==> src/rtl/prss_defs.vh <==
/*
 * constants for the power, reset and sleep sequencer: timing counts,
 * apb register offsets, field positions and reset values.
 * assumes clk_sys at 10 MHz; included by bare name.
 */
`ifndef PRSS_DEFS_VH
`define PRSS_DEFS_VH

// ****************************************
// timing
// ****************************************
`define PRSS_CLK_HZ 10000000
`define PRSS_POR_DELAY_US 2500
`define PRSS_POR_DELAY_CYC ((`PRSS_POR_DELAY_US * (`PRSS_CLK_HZ / 1000000)))
`define PRSS_IO_MON_US 9000
`define PRSS_IO_MON_CYC ((`PRSS_IO_MON_US * (`PRSS_CLK_HZ / 1000000)))
`define PRSS_INSTANT_US 10
`define PRSS_INSTANT_CYC ((`PRSS_INSTANT_US * (`PRSS_CLK_HZ / 1000000)))
`define PRSS_WAKE_MAX_US 1000
`define PRSS_WAKE_MAX_CYC ((`PRSS_WAKE_MAX_US * (`PRSS_CLK_HZ / 1000000)))
`define PRSS_STEP_CYC 4
`define PRSS_CNT_W 17

// ****************************************
// registers
// ****************************************
`define PRSS_REG_CTRL 12'h000
`define PRSS_REG_STAT 12'h004
`define PRSS_REG_OBUF 12'h008
`define PRSS_REG_IBUF 12'h00c
`define PRSS_REG_CNT 12'h010
`define PRSS_REG_ID 12'h014

`define PRSS_CTRL_SLEEP_SW 0
`define PRSS_CTRL_SYNC_GATE 1
`define PRSS_CTRL_INSTANT 2
`define PRSS_CTRL_DUAL 3
`define PRSS_CTRL_RST 32'h0000_0000

`define PRSS_NBANK 8
`define PRSS_NOBUF 16
`define PRSS_NGCLK 4
`define PRSS_IBUF_RST 8'hff
`define PRSS_OBUF_RST 16'hffff

// ****************************************
// sleep states
// ****************************************
`define PRSS_ST_AWAKE 2'b00
`define PRSS_ST_ENTER 2'b01
`define PRSS_ST_SLEEP 2'b10
`define PRSS_ST_EXIT 2'b11

`endif

==> src/rtl/prss_sync2.v <==
/*
 * two-stage level synchroniser.
 * assumes d is a level from outside clk_sys.
 */
`timescale 1ns/100ps
`default_nettype none

module prss_sync2 (
  input wire clk_sys,
  input wire rst_b,
  input wire d,
  output wire q
);

  reg meta_r;
  reg sync_r;

  // first stage feeds only the second
  always @(posedge clk_sys or negedge rst_b) begin
    if (!rst_b) begin
      meta_r <= 1'b0;
      sync_r <= 1'b0;
    end else begin
      meta_r <= d;
      sync_r <= meta_r;
    end
  end

  assign q = sync_r;

endmodule // prss_sync2

`default_nettype wire

==> src/rtl/prss_rail_det.v <==
/*
 * one supply detector: filters a rail-good comparator level and
 * reports release. assumes rail_ok is synchronous to clk_sys.
 */
`timescale 1ns/100ps
`default_nettype none

module prss_rail_det (
  input wire clk_sys,
  input wire rst_b,
  input wire enable,
  input wire rail_ok,
  output reg released_r
);

  reg seen_r;

  // two agreeing samples before release; drop is immediate
  always @(posedge clk_sys or negedge rst_b) begin
    if (!rst_b) begin
      seen_r <= 1'b0;
      released_r <= 1'b0;
    end else begin
      seen_r <= rail_ok;
      released_r <= !enable || (rail_ok && seen_r);
    end
  end

endmodule // prss_rail_det

`default_nettype wire

==> src/rtl/prss_top.v <==
/*
 * power-on reset sequencer and sleep controller with an apb slave.
 * assumes rail comparators, sleep request and apb synchronous to
 * clk_sys (the internal oscillator); sleep request held low until
 * configuration is done.
 */
// Our own choices: register access over APB and the address map.
`timescale 1ns/100ps
`default_nettype none

`include "prss_defs.vh"

// Summary of operation
// each configuration rail has its own detector; release needs all released
// main reset releases after last rail trips plus 2.5 ms delay
// configuration start only after main reset has been released
// single part watches one rail, analog, bank supplies; dual ignores others
// in user mode analog or core drop reasserts main reset
// bank supply drop never resets; its watch ends 9 ms after last trip; here resets before user mode, watch ends 9 ms after reset release
// instant-on uses a short delay instead of the full reset delay
// sleep powers buffers down and gates global clock networks
// one port carries the sleep enter and exit request
// controller runs on internal oscillator, enable held at 1
// normal operation is restored within 1 ms of wake
// input power per bank for listed standards; output enable per buffer
// banks 1A and 1B share one input power control
// buffer controls held at 1 during power-up and configuration; here output enables are held at 0 until user mode
// controller defaults buffer controls to 1 after configuration
// a control at 0 powers down or tri-states its buffers
// buffers and core keep their state through sleep
// clock enable low gates the network; its logic stays off
// network gating sync or async; ungating always async
// outputs tri-stated until configured and conditions are valid
// sleep goes through entering to sleep; wake through exiting to awake
// sleep request held low during power-up and configuration
// in sleep both buffer controls are pulled low
// sleep request passes a two-stage synchroniser first
module prss_top #(
  parameter POR_DELAY_CYC = `PRSS_POR_DELAY_CYC,
  parameter IO_MON_CYC = `PRSS_IO_MON_CYC,
  parameter [31:0] ID_VALUE = 32'h0000_5a01 // arbitrary value
) (
  input wire clk_sys,
  input wire rst_b,
  input wire single_supply_rail_ok,
  input wire core_supply_ok,
  input wire analog_supply_rail_ok,
  input wire io_bank_1b_supply_ok,
  input wire io_bank_8_supply_ok,
  input wire config_done,
  input wire sleep_req,
  input wire [`PRSS_NGCLK-1:0] global_clock_network_async_up,
  input wire psel,
  input wire penable,
  input wire pwrite,
  input wire [11:0] paddr,
  input wire [31:0] pwdata,
  output wire pready,
  output reg [31:0] prdata,
  output wire pslverr,
  output reg power_on_reset_b_r,
  output wire config_start,
  output wire internal_clock_enable,
  output wire [`PRSS_NGCLK-1:0] clock_network_enable,
  output wire [`PRSS_NBANK-1:0] input_buffer_power_n,
  output wire [`PRSS_NOBUF-1:0] output_buffer_enable,
  output wire sleep_status,
  output reg io_drop_seen_r
);

  // ****************************************
  // registers
  // ****************************************
  reg [31:0] ctrl_r;
  reg [`PRSS_NBANK-1:0] ibuf_r;
  reg [`PRSS_NOBUF-1:0] obuf_r;
  reg [`PRSS_CNT_W-1:0] por_cnt_r;
  reg [`PRSS_CNT_W-1:0] io_cnt_r;
  reg [1:0] state_r;
  reg [1:0] state_nxt;
  reg [2:0] step_r;
  reg [`PRSS_NGCLK-1:0] gate_r;
  reg buf_sleep_r;
  reg user_mode_r;
  reg io_watch_r;
  reg [7:0] sleep_cnt_r;

  wire dual = ctrl_r[`PRSS_CTRL_DUAL];
  wire instant = ctrl_r[`PRSS_CTRL_INSTANT];
  wire sleep_sync;
  wire [3:0] det_rel;
  wire [3:0] det_ok;
  wire all_rel;
  wire brown_out;
  wire [`PRSS_CNT_W-1:0] por_target;

  // ****************************************
  // rail detectors
  // ****************************************
  // dual part: core instead of single rail; pll, converter and internal
  // supplies are simply not wired in
  assign det_ok[0] = dual ? core_supply_ok : single_supply_rail_ok;
  assign det_ok[1] = analog_supply_rail_ok;
  assign det_ok[2] = io_bank_1b_supply_ok;
  assign det_ok[3] = io_bank_8_supply_ok;

  genvar gi;
  generate
    for (gi = 0; gi < 4; gi = gi + 1) begin : g_det
      prss_rail_det u_det (
        .clk_sys(clk_sys),
        .rst_b(rst_b),
        .enable(1'b1),
        .rail_ok(det_ok[gi]),
        .released_r(det_rel[gi])
      );
    end
  endgenerate

  assign all_rel = &det_rel;
  // bank supplies excluded: their drop must not reset the part
  assign brown_out = !det_rel[0] || !det_rel[1];

  // ****************************************
  // main power-on reset
  // ****************************************
  // all three delays cut to the counter width on purpose; defaults fit in it
  localparam integer INSTANT_CYC = `PRSS_INSTANT_CYC;
  localparam [`PRSS_CNT_W-1:0] POR_CYC_W = POR_DELAY_CYC[`PRSS_CNT_W-1:0];
  localparam [`PRSS_CNT_W-1:0] INSTANT_CYC_W = INSTANT_CYC[`PRSS_CNT_W-1:0];
  localparam [`PRSS_CNT_W-1:0] IO_MON_CYC_W = IO_MON_CYC[`PRSS_CNT_W-1:0];

  // instant-on trades the full settling delay for a short fixed one
  assign por_target = instant ? INSTANT_CYC_W : POR_CYC_W;

  always @(posedge clk_sys or negedge rst_b) begin
    if (!rst_b) begin
      por_cnt_r <= {`PRSS_CNT_W{1'b0}};
      power_on_reset_b_r <= 1'b0;
    end else if (!all_rel && (!user_mode_r || brown_out)) begin
      por_cnt_r <= {`PRSS_CNT_W{1'b0}};
      power_on_reset_b_r <= 1'b0;
    end else if (!power_on_reset_b_r) begin
      if (por_cnt_r >= por_target - 1'b1) begin
        power_on_reset_b_r <= 1'b1;
      end else begin
        por_cnt_r <= por_cnt_r + 1'b1;
      end
    end
  end

  // ****************************************
  // configuration and user mode
  // ****************************************

  // configuration may start only with main reset released
  assign config_start = power_on_reset_b_r && !user_mode_r;

  always @(posedge clk_sys or negedge rst_b) begin
    if (!rst_b) begin
      user_mode_r <= 1'b0;
    end else if (!power_on_reset_b_r) begin
      user_mode_r <= 1'b0;
    end else if (config_done) begin
      user_mode_r <= 1'b1;
    end
  end

  // ****************************************
  // bank supply watch window
  // ****************************************
  always @(posedge clk_sys or negedge rst_b) begin
    if (!rst_b) begin
      io_cnt_r <= {`PRSS_CNT_W{1'b0}};
      io_watch_r <= 1'b0;
      io_drop_seen_r <= 1'b0;
    end else if (!power_on_reset_b_r) begin
      io_cnt_r <= {`PRSS_CNT_W{1'b0}};
      io_watch_r <= all_rel;
      io_drop_seen_r <= 1'b0;
    end else if (io_watch_r) begin
      if (!det_rel[2] || !det_rel[3]) begin
        io_drop_seen_r <= 1'b1;
      end
      if (io_cnt_r >= IO_MON_CYC_W - 1'b1) begin
        io_watch_r <= 1'b0;
      end else begin
        io_cnt_r <= io_cnt_r + 1'b1;
      end
    end
  end

  // ****************************************
  // sleep controller
  // ****************************************
  prss_sync2 u_sync (
    .clk_sys(clk_sys),
    .rst_b(rst_b),
    .d(sleep_req || ctrl_r[`PRSS_CTRL_SLEEP_SW]),
    .q(sleep_sync)
  );

  // request ignored until user mode
  wire sleep_want = sleep_sync && user_mode_r;

  // ****************************************
  // sleep state machine
  // ****************************************

  always @* begin
    state_nxt = state_r;
    case (state_r)
      `PRSS_ST_AWAKE: begin
        if (sleep_want) state_nxt = `PRSS_ST_ENTER;
      end
      `PRSS_ST_ENTER: begin
        if (step_r == `PRSS_STEP_CYC - 1) state_nxt = `PRSS_ST_SLEEP;
      end
      `PRSS_ST_SLEEP: begin
        if (!sleep_want) state_nxt = `PRSS_ST_EXIT;
      end
      `PRSS_ST_EXIT: begin
        if (step_r == `PRSS_STEP_CYC - 1) state_nxt = `PRSS_ST_AWAKE;
      end
      default: state_nxt = `PRSS_ST_AWAKE;
    endcase
  end

  // ****************************************
  // power-down sequencing
  // ****************************************

  always @(posedge clk_sys or negedge rst_b) begin
    if (!rst_b) begin
      state_r <= `PRSS_ST_AWAKE;
      step_r <= 3'd0;
      buf_sleep_r <= 1'b0;
      gate_r <= {`PRSS_NGCLK{1'b0}};
      sleep_cnt_r <= 8'h00;
    end else if (!user_mode_r) begin
      state_r <= `PRSS_ST_AWAKE;
      step_r <= 3'd0;
      buf_sleep_r <= 1'b0;
      gate_r <= {`PRSS_NGCLK{1'b0}};
    end else begin
      state_r <= state_nxt;
      step_r <= (state_nxt != state_r) ? 3'd0 : step_r + 3'd1;
      if (state_r == `PRSS_ST_ENTER) begin
        // buffers first, then clocks
        buf_sleep_r <= 1'b1;
        if (step_r == 3'd1) begin
          if (ctrl_r[`PRSS_CTRL_SYNC_GATE]) gate_r <= {`PRSS_NGCLK{1'b1}};
        end
        if (state_nxt == `PRSS_ST_SLEEP) begin
          gate_r <= {`PRSS_NGCLK{1'b1}};
          sleep_cnt_r <= sleep_cnt_r + 8'h01;
        end
      end else if (state_r == `PRSS_ST_EXIT) begin
        gate_r <= {`PRSS_NGCLK{1'b0}};
        if (state_nxt == `PRSS_ST_AWAKE) buf_sleep_r <= 1'b0;
      end
    end
  end

  // ****************************************
  // clock network enables
  // ****************************************

  // ungating bypasses the clocked path for an immediate power-up
  assign clock_network_enable = ~gate_r | global_clock_network_async_up;
  assign sleep_status = (state_r != `PRSS_ST_AWAKE);
  assign internal_clock_enable = 1'b1;

  // ****************************************
  // buffer controls
  // ****************************************
  // held low by power: outputs never drive before user mode
  wire buf_live = user_mode_r && power_on_reset_b_r;
  generate
    for (gi = 0; gi < `PRSS_NBANK; gi = gi + 1) begin : g_ib
      // index 0 serves banks 1A and 1B together
      assign input_buffer_power_n[gi] = !buf_live ? 1'b1 :
        (ibuf_r[gi] & ~buf_sleep_r);
    end
    for (gi = 0; gi < `PRSS_NOBUF; gi = gi + 1) begin : g_ob
      assign output_buffer_enable[gi] = buf_live & obuf_r[gi] & ~buf_sleep_r;
    end
  endgenerate

  // ****************************************
  // apb slave
  // ****************************************
  wire wr_en = psel && penable && pwrite;
  wire rd_hit = (paddr == `PRSS_REG_CTRL) || (paddr == `PRSS_REG_STAT) ||
    (paddr == `PRSS_REG_OBUF) || (paddr == `PRSS_REG_IBUF) ||
    (paddr == `PRSS_REG_CNT) || (paddr == `PRSS_REG_ID);
  assign pready = 1'b1;
  assign pslverr = psel && penable && !rd_hit;

  // ****************************************
  // apb write
  // ****************************************

  // writes to status, count and id fall to the default and change nothing
  always @(posedge clk_sys or negedge rst_b) begin
    if (!rst_b) begin
      ctrl_r <= `PRSS_CTRL_RST;
      ibuf_r <= `PRSS_IBUF_RST;
      obuf_r <= `PRSS_OBUF_RST;
    end else if (wr_en) begin
      case (paddr)
        `PRSS_REG_CTRL: ctrl_r <= {28'h0000000, pwdata[3:0]};
        `PRSS_REG_OBUF: obuf_r <= pwdata[`PRSS_NOBUF-1:0];
        `PRSS_REG_IBUF: ibuf_r <= pwdata[`PRSS_NBANK-1:0];
        default: ctrl_r <= ctrl_r;
      endcase
    end
  end

  // ****************************************
  // apb read
  // ****************************************

  // status word: gating, detector releases, bank drop, user mode, state
  wire [31:0] stat_word = {20'h00000, gate_r, det_rel, io_drop_seen_r,
    user_mode_r, state_r};

  always @(posedge clk_sys or negedge rst_b) begin
    if (!rst_b) begin
      prdata <= 32'h0000_0000;
    end else if (psel && !penable && !pwrite) begin
      case (paddr)
        `PRSS_REG_CTRL: prdata <= ctrl_r;
        `PRSS_REG_STAT: prdata <= stat_word;
        `PRSS_REG_OBUF: prdata <= {16'h0000, obuf_r};
        `PRSS_REG_IBUF: prdata <= {24'h000000, ibuf_r};
        `PRSS_REG_CNT: prdata <= {24'h000000, sleep_cnt_r};
        `PRSS_REG_ID: prdata <= ID_VALUE;
        default: prdata <= 32'h0000_0000;
      endcase
    end
  end

endmodule // prss_top

`default_nettype wire

==> config.mk <==
export PLATFORM = sky130hd
export DESIGN_NAME = prss_top
export DESIGN_NICKNAME = d
export VERILOG_FILES = /design/src/rtl/prss_sync2.v /design/src/rtl/prss_rail_det.v /design/src/rtl/prss_top.v
export VERILOG_INCLUDE_DIRS = /design/src /design/src/rtl
export SDC_FILE = /design/constraint.sdc
export NUM_CORES = 1
export LEC_CHECK = 0
export BUFFER_PORTS_ARGS = -buffer_cell sky130_fd_sc_hd__buf_2
export CORE_MARGIN = 2
export CORE_UTILIZATION = 45
export DETAILED_ROUTE_END_ITERATION = 8
export PLACE_DENSITY = 0.65
export SETUP_SLACK_MARGIN = 0.4
export SYNTH_ARGS = -nofsm -noshare
export SYNTH_HDL_FRONTEND = slang
export SYNTH_SLANG_ARGS = --single-unit
==> constraint.sdc <==
create_clock -name clk_sys -period 4.15 [get_ports clk_sys]
set_clock_uncertainty 0.15 [all_clocks]
set_input_delay 0.6225 -clock clk_sys [delete_from_list [all_inputs] [get_ports clk_sys]]
set_output_delay 0.6225 -clock clk_sys [all_outputs]
set_load 0.01 [all_outputs]
==> results.py, run 1 <==
metrics = {
    "min_path": {
        "hold_depth": 0,
        "worstHoldPathType": "reg -> reg",
    },
    "timing": {
        "slew_headroom_pct": 31.4,
        "fmax_ghz": 0.298,
        "setup_viol": 0,
        "tns_ns": 0,
        "rsz0062_at_grt": "no",
        "tightestPinTransition_ns": 1.03,
        "drv_slew": 0,
        "post-route-period-util_pct": 80.8,
        "period_minus_slack_ns": 3.35,
        "setup_ws_ns": 0.798,
        "hold_violations": 0,
    },
    "floorplan": {
        "initial_utilization_pct": 46.4,
        "die_y_um": 116,
        "die_x_um": 116,
        "dieArea_um2": 13400,
        "core_area_um2": 12100,
        "num_rows": 40,
        "io_pins": 127,
    },
    "logic_synthesis": {
        "syn_inst": 562,
        "synth_top_area_share_pct": 37.0,
        "synth.distinct_cells": 58,
        "ys_seq_elements": 107,
        "async_flop_share_pct": 100,
        "synth_top_area_cell": "dfrtp_1",
        "synthTopCellsByCount": "dfrtp_1, nand2_1, and2_1",
        "synth_edf_count": 0,
        "netlist_area_um2": 5620,
        "synthFlopType": "dfrtp_1",
        "yosysWarnings": 0,
        "seq_area_frac_synth_pct": 48.2,
        "syn_avg_cell_area_um2": 9.99,
        "yosysMostFrequentCell": "dfrtp_1",
        "synth.area.top_cells": "dfrtp_1, dfstp_2, nand2_1",
    },
    "route": {
        "dr.pass1.iters": 4,
        "viasPerCell": 5.37,
        "wl_um": 12900,
        "routedWlPerCell_um": 15.9,
        "drt_iter0_drc": 302,
        "drc": 0,
        "antenna_left": 0,
        "vias": 4374,
    },
    "global_routing": {
        "antenna_found_initial": 0,
        "grt_pass1_wl_um": 21000,
        "overflow": 0,
        "grt_max_degree": 76,
        "grt_pass1_vias": 4203,
        "track_usage_pct": 20.1,
    },
    "clocking": {
        "cts_max_level": 3,
        "cts-root-buf": "clkbuf_16",
        "cts_setup_buffers": 0,
        "clkSlewWorstSetupHoldPaths_ns": 0.07,
        "postCtsHoldBufs": 0,
        "cts_inserted_buffers": 9,
        "clkLatencyLatePin_ns": 0.36,
        "cts_tree": "built",
        "clock_path_buffers": 2,
        "cts_sinks": 107,
        "cts_resized": 0,
    },
    "placed_design": {
        "gp_congestion": 0.842,
        "dpl.hpwl_um": 9200,
        "dp_slack_ns": 1.06,
        "dp.cells": 799,
        "port-buffer-count": 92,
    },
    "critical_path": {
        "critical_path_required_ns": 3.38,
        "cp.arrival_ns": 2.58,
        "end_kind": "primary output",
        "slowest_delay_ns": 0.86,
        "timing.critical_path.mode_cell": "and2_1",
        "critPathLaunchType": "register",
        "reg2reg_depth": 5,
        "path_class": "reg -> out",
        "crit_fanout": 16,
        "path_cells": "and2_1, nor2b_1, and2_1, buf_2",
        "critPathSlowestCell": "nor2b_1",
    },
    "outcome": {
        "status": "complete, no violations",
    },
    "job": {
        "drv_cap": 0,
    },
    "power_and_ir_drop": {
        "fin_total_pwr_mw": 2.01,
        "leakagePower_nw": 3.08,
        "power.density_nw_per_um2": 313,
        "peakVddDrop_mv": 0.217,
    },
    "finish": {
        "final_util_pct": 53.1,
        "final_nets": 714,
        "drive_above_1_share_pct": 24.0,
        "syn_to_final_growth_pct": 14.6,
        "fin_cells": 815,
        "antenna_cells": 0,
    },
}
[per-stage QoR]
step / hold WS (ns) / cell area (µm²)
finish: 0.199 / 6430
global route: 0.202 / 6430
CTS: 0.196 / 6430
detailed placement: 0.186 / 6140
global placement: 0.185 / 6140
floorplan: 0.177 / 5680
[layout by cell type, fill, tap and decap left out, types with 4 or more instances in the layout]
master,instances
nand4_1,14
buf_2,91
mux2i_1,11
inv_1,14
clkbuf_16,10
dfrtp_1,83
nand3_1,25
o21ai_1,13
nand2b_1,12
nor2_1,25
xnor2_1,5
nor3_1,9
a21oi_1,33
nand2_1,57
mux2_2,6
xor2_1,13
or4_1,12
a2bb2oi_1,4
conb_1,18
and2_1,34
nor4_1,8
dfstp_2,24
and3_1,10
mux2_1,16
buf_4,7
ha_1,12
nor2b_1,11
o21ai_0,17
o31ai_1,11
[critical path: cells and delay by family, from the launching register on]
kind | cells | cell delay (ns)
AND/OR/NAND/NOR | 3 | 1.54
flip-flops | 1 | 0.53
buffers and inverters | 1 | 0.14
[sequential cells by signal, indices dropped and copies added, names as in the netlist]
| name | count |
|---|---|
| step_r | 3 |
| ctrl_r | 4 |
| por_cnt_r | 17 |
| sleep_cnt_r | 8 |
| io_cnt_r | 17 |
| gate_r | 1 |
| power_on_reset_b_r | 1 |
| g_det.u_det.released_r | 4 |
| u_sync.q | 1 |
| buf_sleep_r | 1 |
| user_mode_r | 1 |
| io_drop_seen_r | 1 |
| u_sync.meta_r | 1 |
| state_r | 2 |
| prdata | 16 |
| ibuf_r | 8 |
| obuf_r | 16 |
| io_watch_r | 1 |
| g_det.u_det.seen_r | 4 |
[power by group]
part           switching [mW]  internal, mW
clock                   0.395         0.461
combinational          0.0596        0.0355
sequential            0.00693          1.05
total                   0.461          1.55
[layer usage]
layer	vias up	wire length [µm]	global-route usage, %
li1	2112	-	-
met1	2136	6060	27.8
met2	107	6030	31.4
met3	19	537	4.55
met4	0	293	6.67
met5	-	0	0
[layout make-up]
type                    count  area, µm²
clock inverters             5       31.3
fillers                  1132       5680
clock buffers              11        264
repair buffers             98        508
flip-flops and latches    107       2710
inverters                  14       52.6
multi-input cells         412       2660
well taps                 168        210
[final timing paths]
check                                   start                      end  slack (ns)
worst max-delay path              user_mode_r  output_buffer_enable[3]        0.80
worst min-delay path            u_sync.meta_r                 u_sync.q        0.20
worst max register to register      ctrl_r[2]            por_cnt_r[14]        1.33
worst min register to register  u_sync.meta_r                 u_sync.q        0.20
max in group asynchronous               rst_b                obuf_r[1]        2.72
min in group asynchronous               rst_b              io_cnt_r[4]        0.26
[logic make-up (layout without fill, tap and decap cells)]
group | after synthesis | in the layout | synth area share, %
xor gates and xnor gates | 18 | 18 | 2.81
other | 2 | 18 | 0.134
muxes | 36 | 36 | 7.58
and+or+nand+nor | 237 | 237 | 23.1
adders and majority gates | 12 | 12 | 2.67
DFF | 107 | 107 | 48.2
AOI/OAI and AO/OA | 91 | 91 | 10.0
buffers and inverters | 59 | 128 | 5.48
No activity file was read; power rests on OpenSTA's default activity.
==> run 2, diff against run 1 <==
- ABC_AREA: not set -> 1
- PLACE_DENSITY: 0.65 -> 0.64
- clock period: 4.15 -> 3.35 ns (I/O delays scaled with it)
==> results.py, run 2 <==
metrics = {
    "outcome": {
        "status": "complete, but fails checks",
        "violations": "negative hold slack",
    },
    "finish": {
        "antenna_cells": 0,
        "syn_to_final_growth_pct": 13.9,
        "final_cell_mix": "nand2_1, nor2_1, buf_2, nand3_1, dfrtp_1",
        "largestRegisters": "io_cnt_r: 17 flops, por_cnt_r: 17 flops",
        "drive_above_1_share_pct": 19.3,
        "final_common_cell": "nand2_1",
        "final_nets": 1010,
        "final_util_pct": 52.3,
    },
    "power_and_ir_drop": {
        "fin_total_pwr_mw": 2.57,
        "internal_power_mw": 2.00,
        "power.density_nw_per_um2": 356,
        "pwr-share-seq_pct": 50.8,
        "p_comb_share_pct": 4.2,
        "clkPwrFrac_pct": 45.0,
        "peakVddDrop_mv": 0.266,
        "leakagePower_nw": 3.54,
        "switching_share_pct": 22.1,
        "p_sw_mw": 0.569,
    },
    "critical_path": {
        "rrSetupSlack_ns": 1.02,
        "critical_path_required_ns": 2.70,
        "rr_endpoint": "por_cnt_r[6]",
        "end_kind": "primary output",
        "crit_fanout": 27,
        "path_class": "in -> out",
        "critPathLaunchType": "primary input",
        "reg2reg_depth": 9,
        "reg2reg_from": "ctrl_r[2]",
        "cp.arrival_ns": 2.06,
    },
    "placed_design": {
        "dp_slack_ns": 0.651,
        "port-buffer-count": 92,
        "gp_congestion": 0.853,
        "dpl.hpwl_um": 11100,
    },
    "floorplan": {
        "num_rows": 43,
        "initial_utilization_pct": 45.9,
        "dieArea_um2": 15100,
        "io_pins": 127,
        "core_area_um2": 13800,
        "die_y_um": 123,
        "die_x_um": 123,
    },
    "route": {
        "dr.pass1.iters": 5,
        "routedWlPerCell_um": 13.6,
        "wl_um": 15200,
        "vias": 5538,
        "viasPerCell": 4.93,
        "antenna_left": 0,
        "drt_iter0_drc": 381,
        "drc": 0,
    },
    "timing": {
        "rsz0062_at_grt": "no",
        "tightestPinTransition_ns": 0.593,
        "period_minus_slack_ns": 2.71,
        "setup_viol": 0,
        "setup_ws_ns": 0.639,
        "holdWs_ns": -0.00854,
        "tns_ns": 0,
        "hold_violations": 8,
        "fmax_ghz": 0.369,
        "drv_slew": 0,
        "post-route-period-util_pct": 80.9,
        "slew_headroom_pct": 60.4,
    },
    "global_routing": {
        "grt-busiest-layer": "met2",
        "grt_max_degree": 47,
        "antenna_found_initial": 0,
        "grtUsageMet1_pct": 31.0,
        "use_met2_pct": 31.8,
        "grt_pass1_wl_um": 25100,
        "track_usage_pct": 21.2,
        "use_met3_pct": 4.32,
        "overflow": 0,
        "grt_pass1_vias": 5051,
    },
    "clocking": {
        "clock_path_buffers": 2,
        "cts_tree": "built",
        "cts_max_level": 3,
        "cts_sinks": 107,
        "clkSlewWorstSetupHoldPaths_ns": 0.07,
        "postCtsHoldBufs": 0,
        "cts_resized": 0,
        "cts_setup_buffers": 0,
        "clkLatencyLatePin_ns": 0.35,
        "cts_inserted_buffers": 9,
        "cts-root-buf": "clkbuf_16",
    },
    "logic_synthesis": {
        "yosysWarnings": 0,
        "async_flop_share_pct": 100,
        "synth.distinct_cells": 42,
        "synthTopCellsByCount": "nand2_1, nor2_1, nand3_1",
        "syn_inst": 851,
        "synth_top_area_share_pct": 32.7,
        "yosysMostFrequentCell": "nand2_1",
        "seq_area_frac_synth_pct": 42.7,
        "synth.area.top_cells": "dfrtp_1, nand2_1, dfstp_2",
        "ys_seq_elements": 107,
        "netlist_area_um2": 6340,
        "synth_edf_count": 0,
        "synthFlopType": "dfrtp_1",
        "syn_avg_cell_area_um2": 7.46,
        "synth_top_area_cell": "dfrtp_1",
    },
    "job": {
        "drv_cap": 0,
    },
    "min_path": {
        "worstHoldPathType": "in -> async",
    },
}
==> run 2: changes by cell type after synthesis, sizes merged, moves of 13 or more <==
cell,previous run,this run
nand2,57,261
nor2,25,118
inv,14,83
nand3,25,94
and2,34,0
a21oi,33,9
clkbuf,22,6
mux2,22,8
or4,13,0
==> run 2: kinds of logic after synthesis <==
kind of cell	after synthesis	synth area share, %
buffers and inverters	125	9.23
adder cells (fa/ha/maj)	12	2.37
multiplexers	8	1.66
AO/OA/AOI/OAI	52	4.61
other	2	0.118
flip-flops	107	42.7
AND/OR/NAND/NOR	524	36.4
XOR/XNOR	21	2.90
==> run 2: cell type report <==
cell class | count | area (µm²)
clock buffer | 13 | 282
clock inverter | 3 | 41.3
fill | 1370 | 6600
inverter | 84 | 315
multi-input combinational | 635 | 3110
sequential | 107 | 2710
tap | 180 | 225
timing repair buffer | 101 | 543
==> run 2: power groups by stage <==
stage | combinational (mW) | sequential (mW) | clock (mW)
finish | 0.108 | 1.31 | 1.16
global route | 0.126 | 1.31 | 1.23
CTS | 0.111 | 1.31 | 1.18
detailed placement | 0.110 | 1.33 | 0
global placement | 0.110 | 1.33 | 0
floorplan | 0.0547 | 1.33 | 0
==> run 2: worst max-delay path, stage by stage <==
cell and delay [ns]:
buf_2 0.09, nor2_1 0.09, nand3_1 0.29, inv_2 0.46
nand2_1 0.18, inv_1 0.12, nor2_1 0.05, nand4_1 0.08
nor2_1 0.05, buf_2 0.13
==> run 2: worst max-delay path by stage <==
stage / from / endpoint / slack [ns] / cells past startpoint
final: paddr[9] / pslverr / 0.64 / 10
after floorplan: paddr[9] / pslverr / 1.31 / 7
after CTS: paddr[9] / pslverr / 0.65 / 10
after global placement: paddr[9] / pslverr / 0.68 / 10
after detailed placement: paddr[9] / pslverr / 0.65 / 10
after global routing: paddr[9] / pslverr / 0.48 / 10
==> run 2: layer usage <==
| metal | part of all wire [%] | routed length (µm) |
|---|---|---|
| met1 | 50 | 7700 |
| met2 | 43 | 6620 |
| met3 | 4.9 | 750 |
| met4 | 1.2 | 180 |
| met5 | 0 | 0 |
==> run 2: through the flow <==
stage	area [µm²]	instances
2_1_floorplan	6400	867
3_3_place_gp	6900	1107
3_5_place_dp	6900	1107
4_1_cts	7230	1123
5_1_grt	7230	1123
6_report	7230	1123
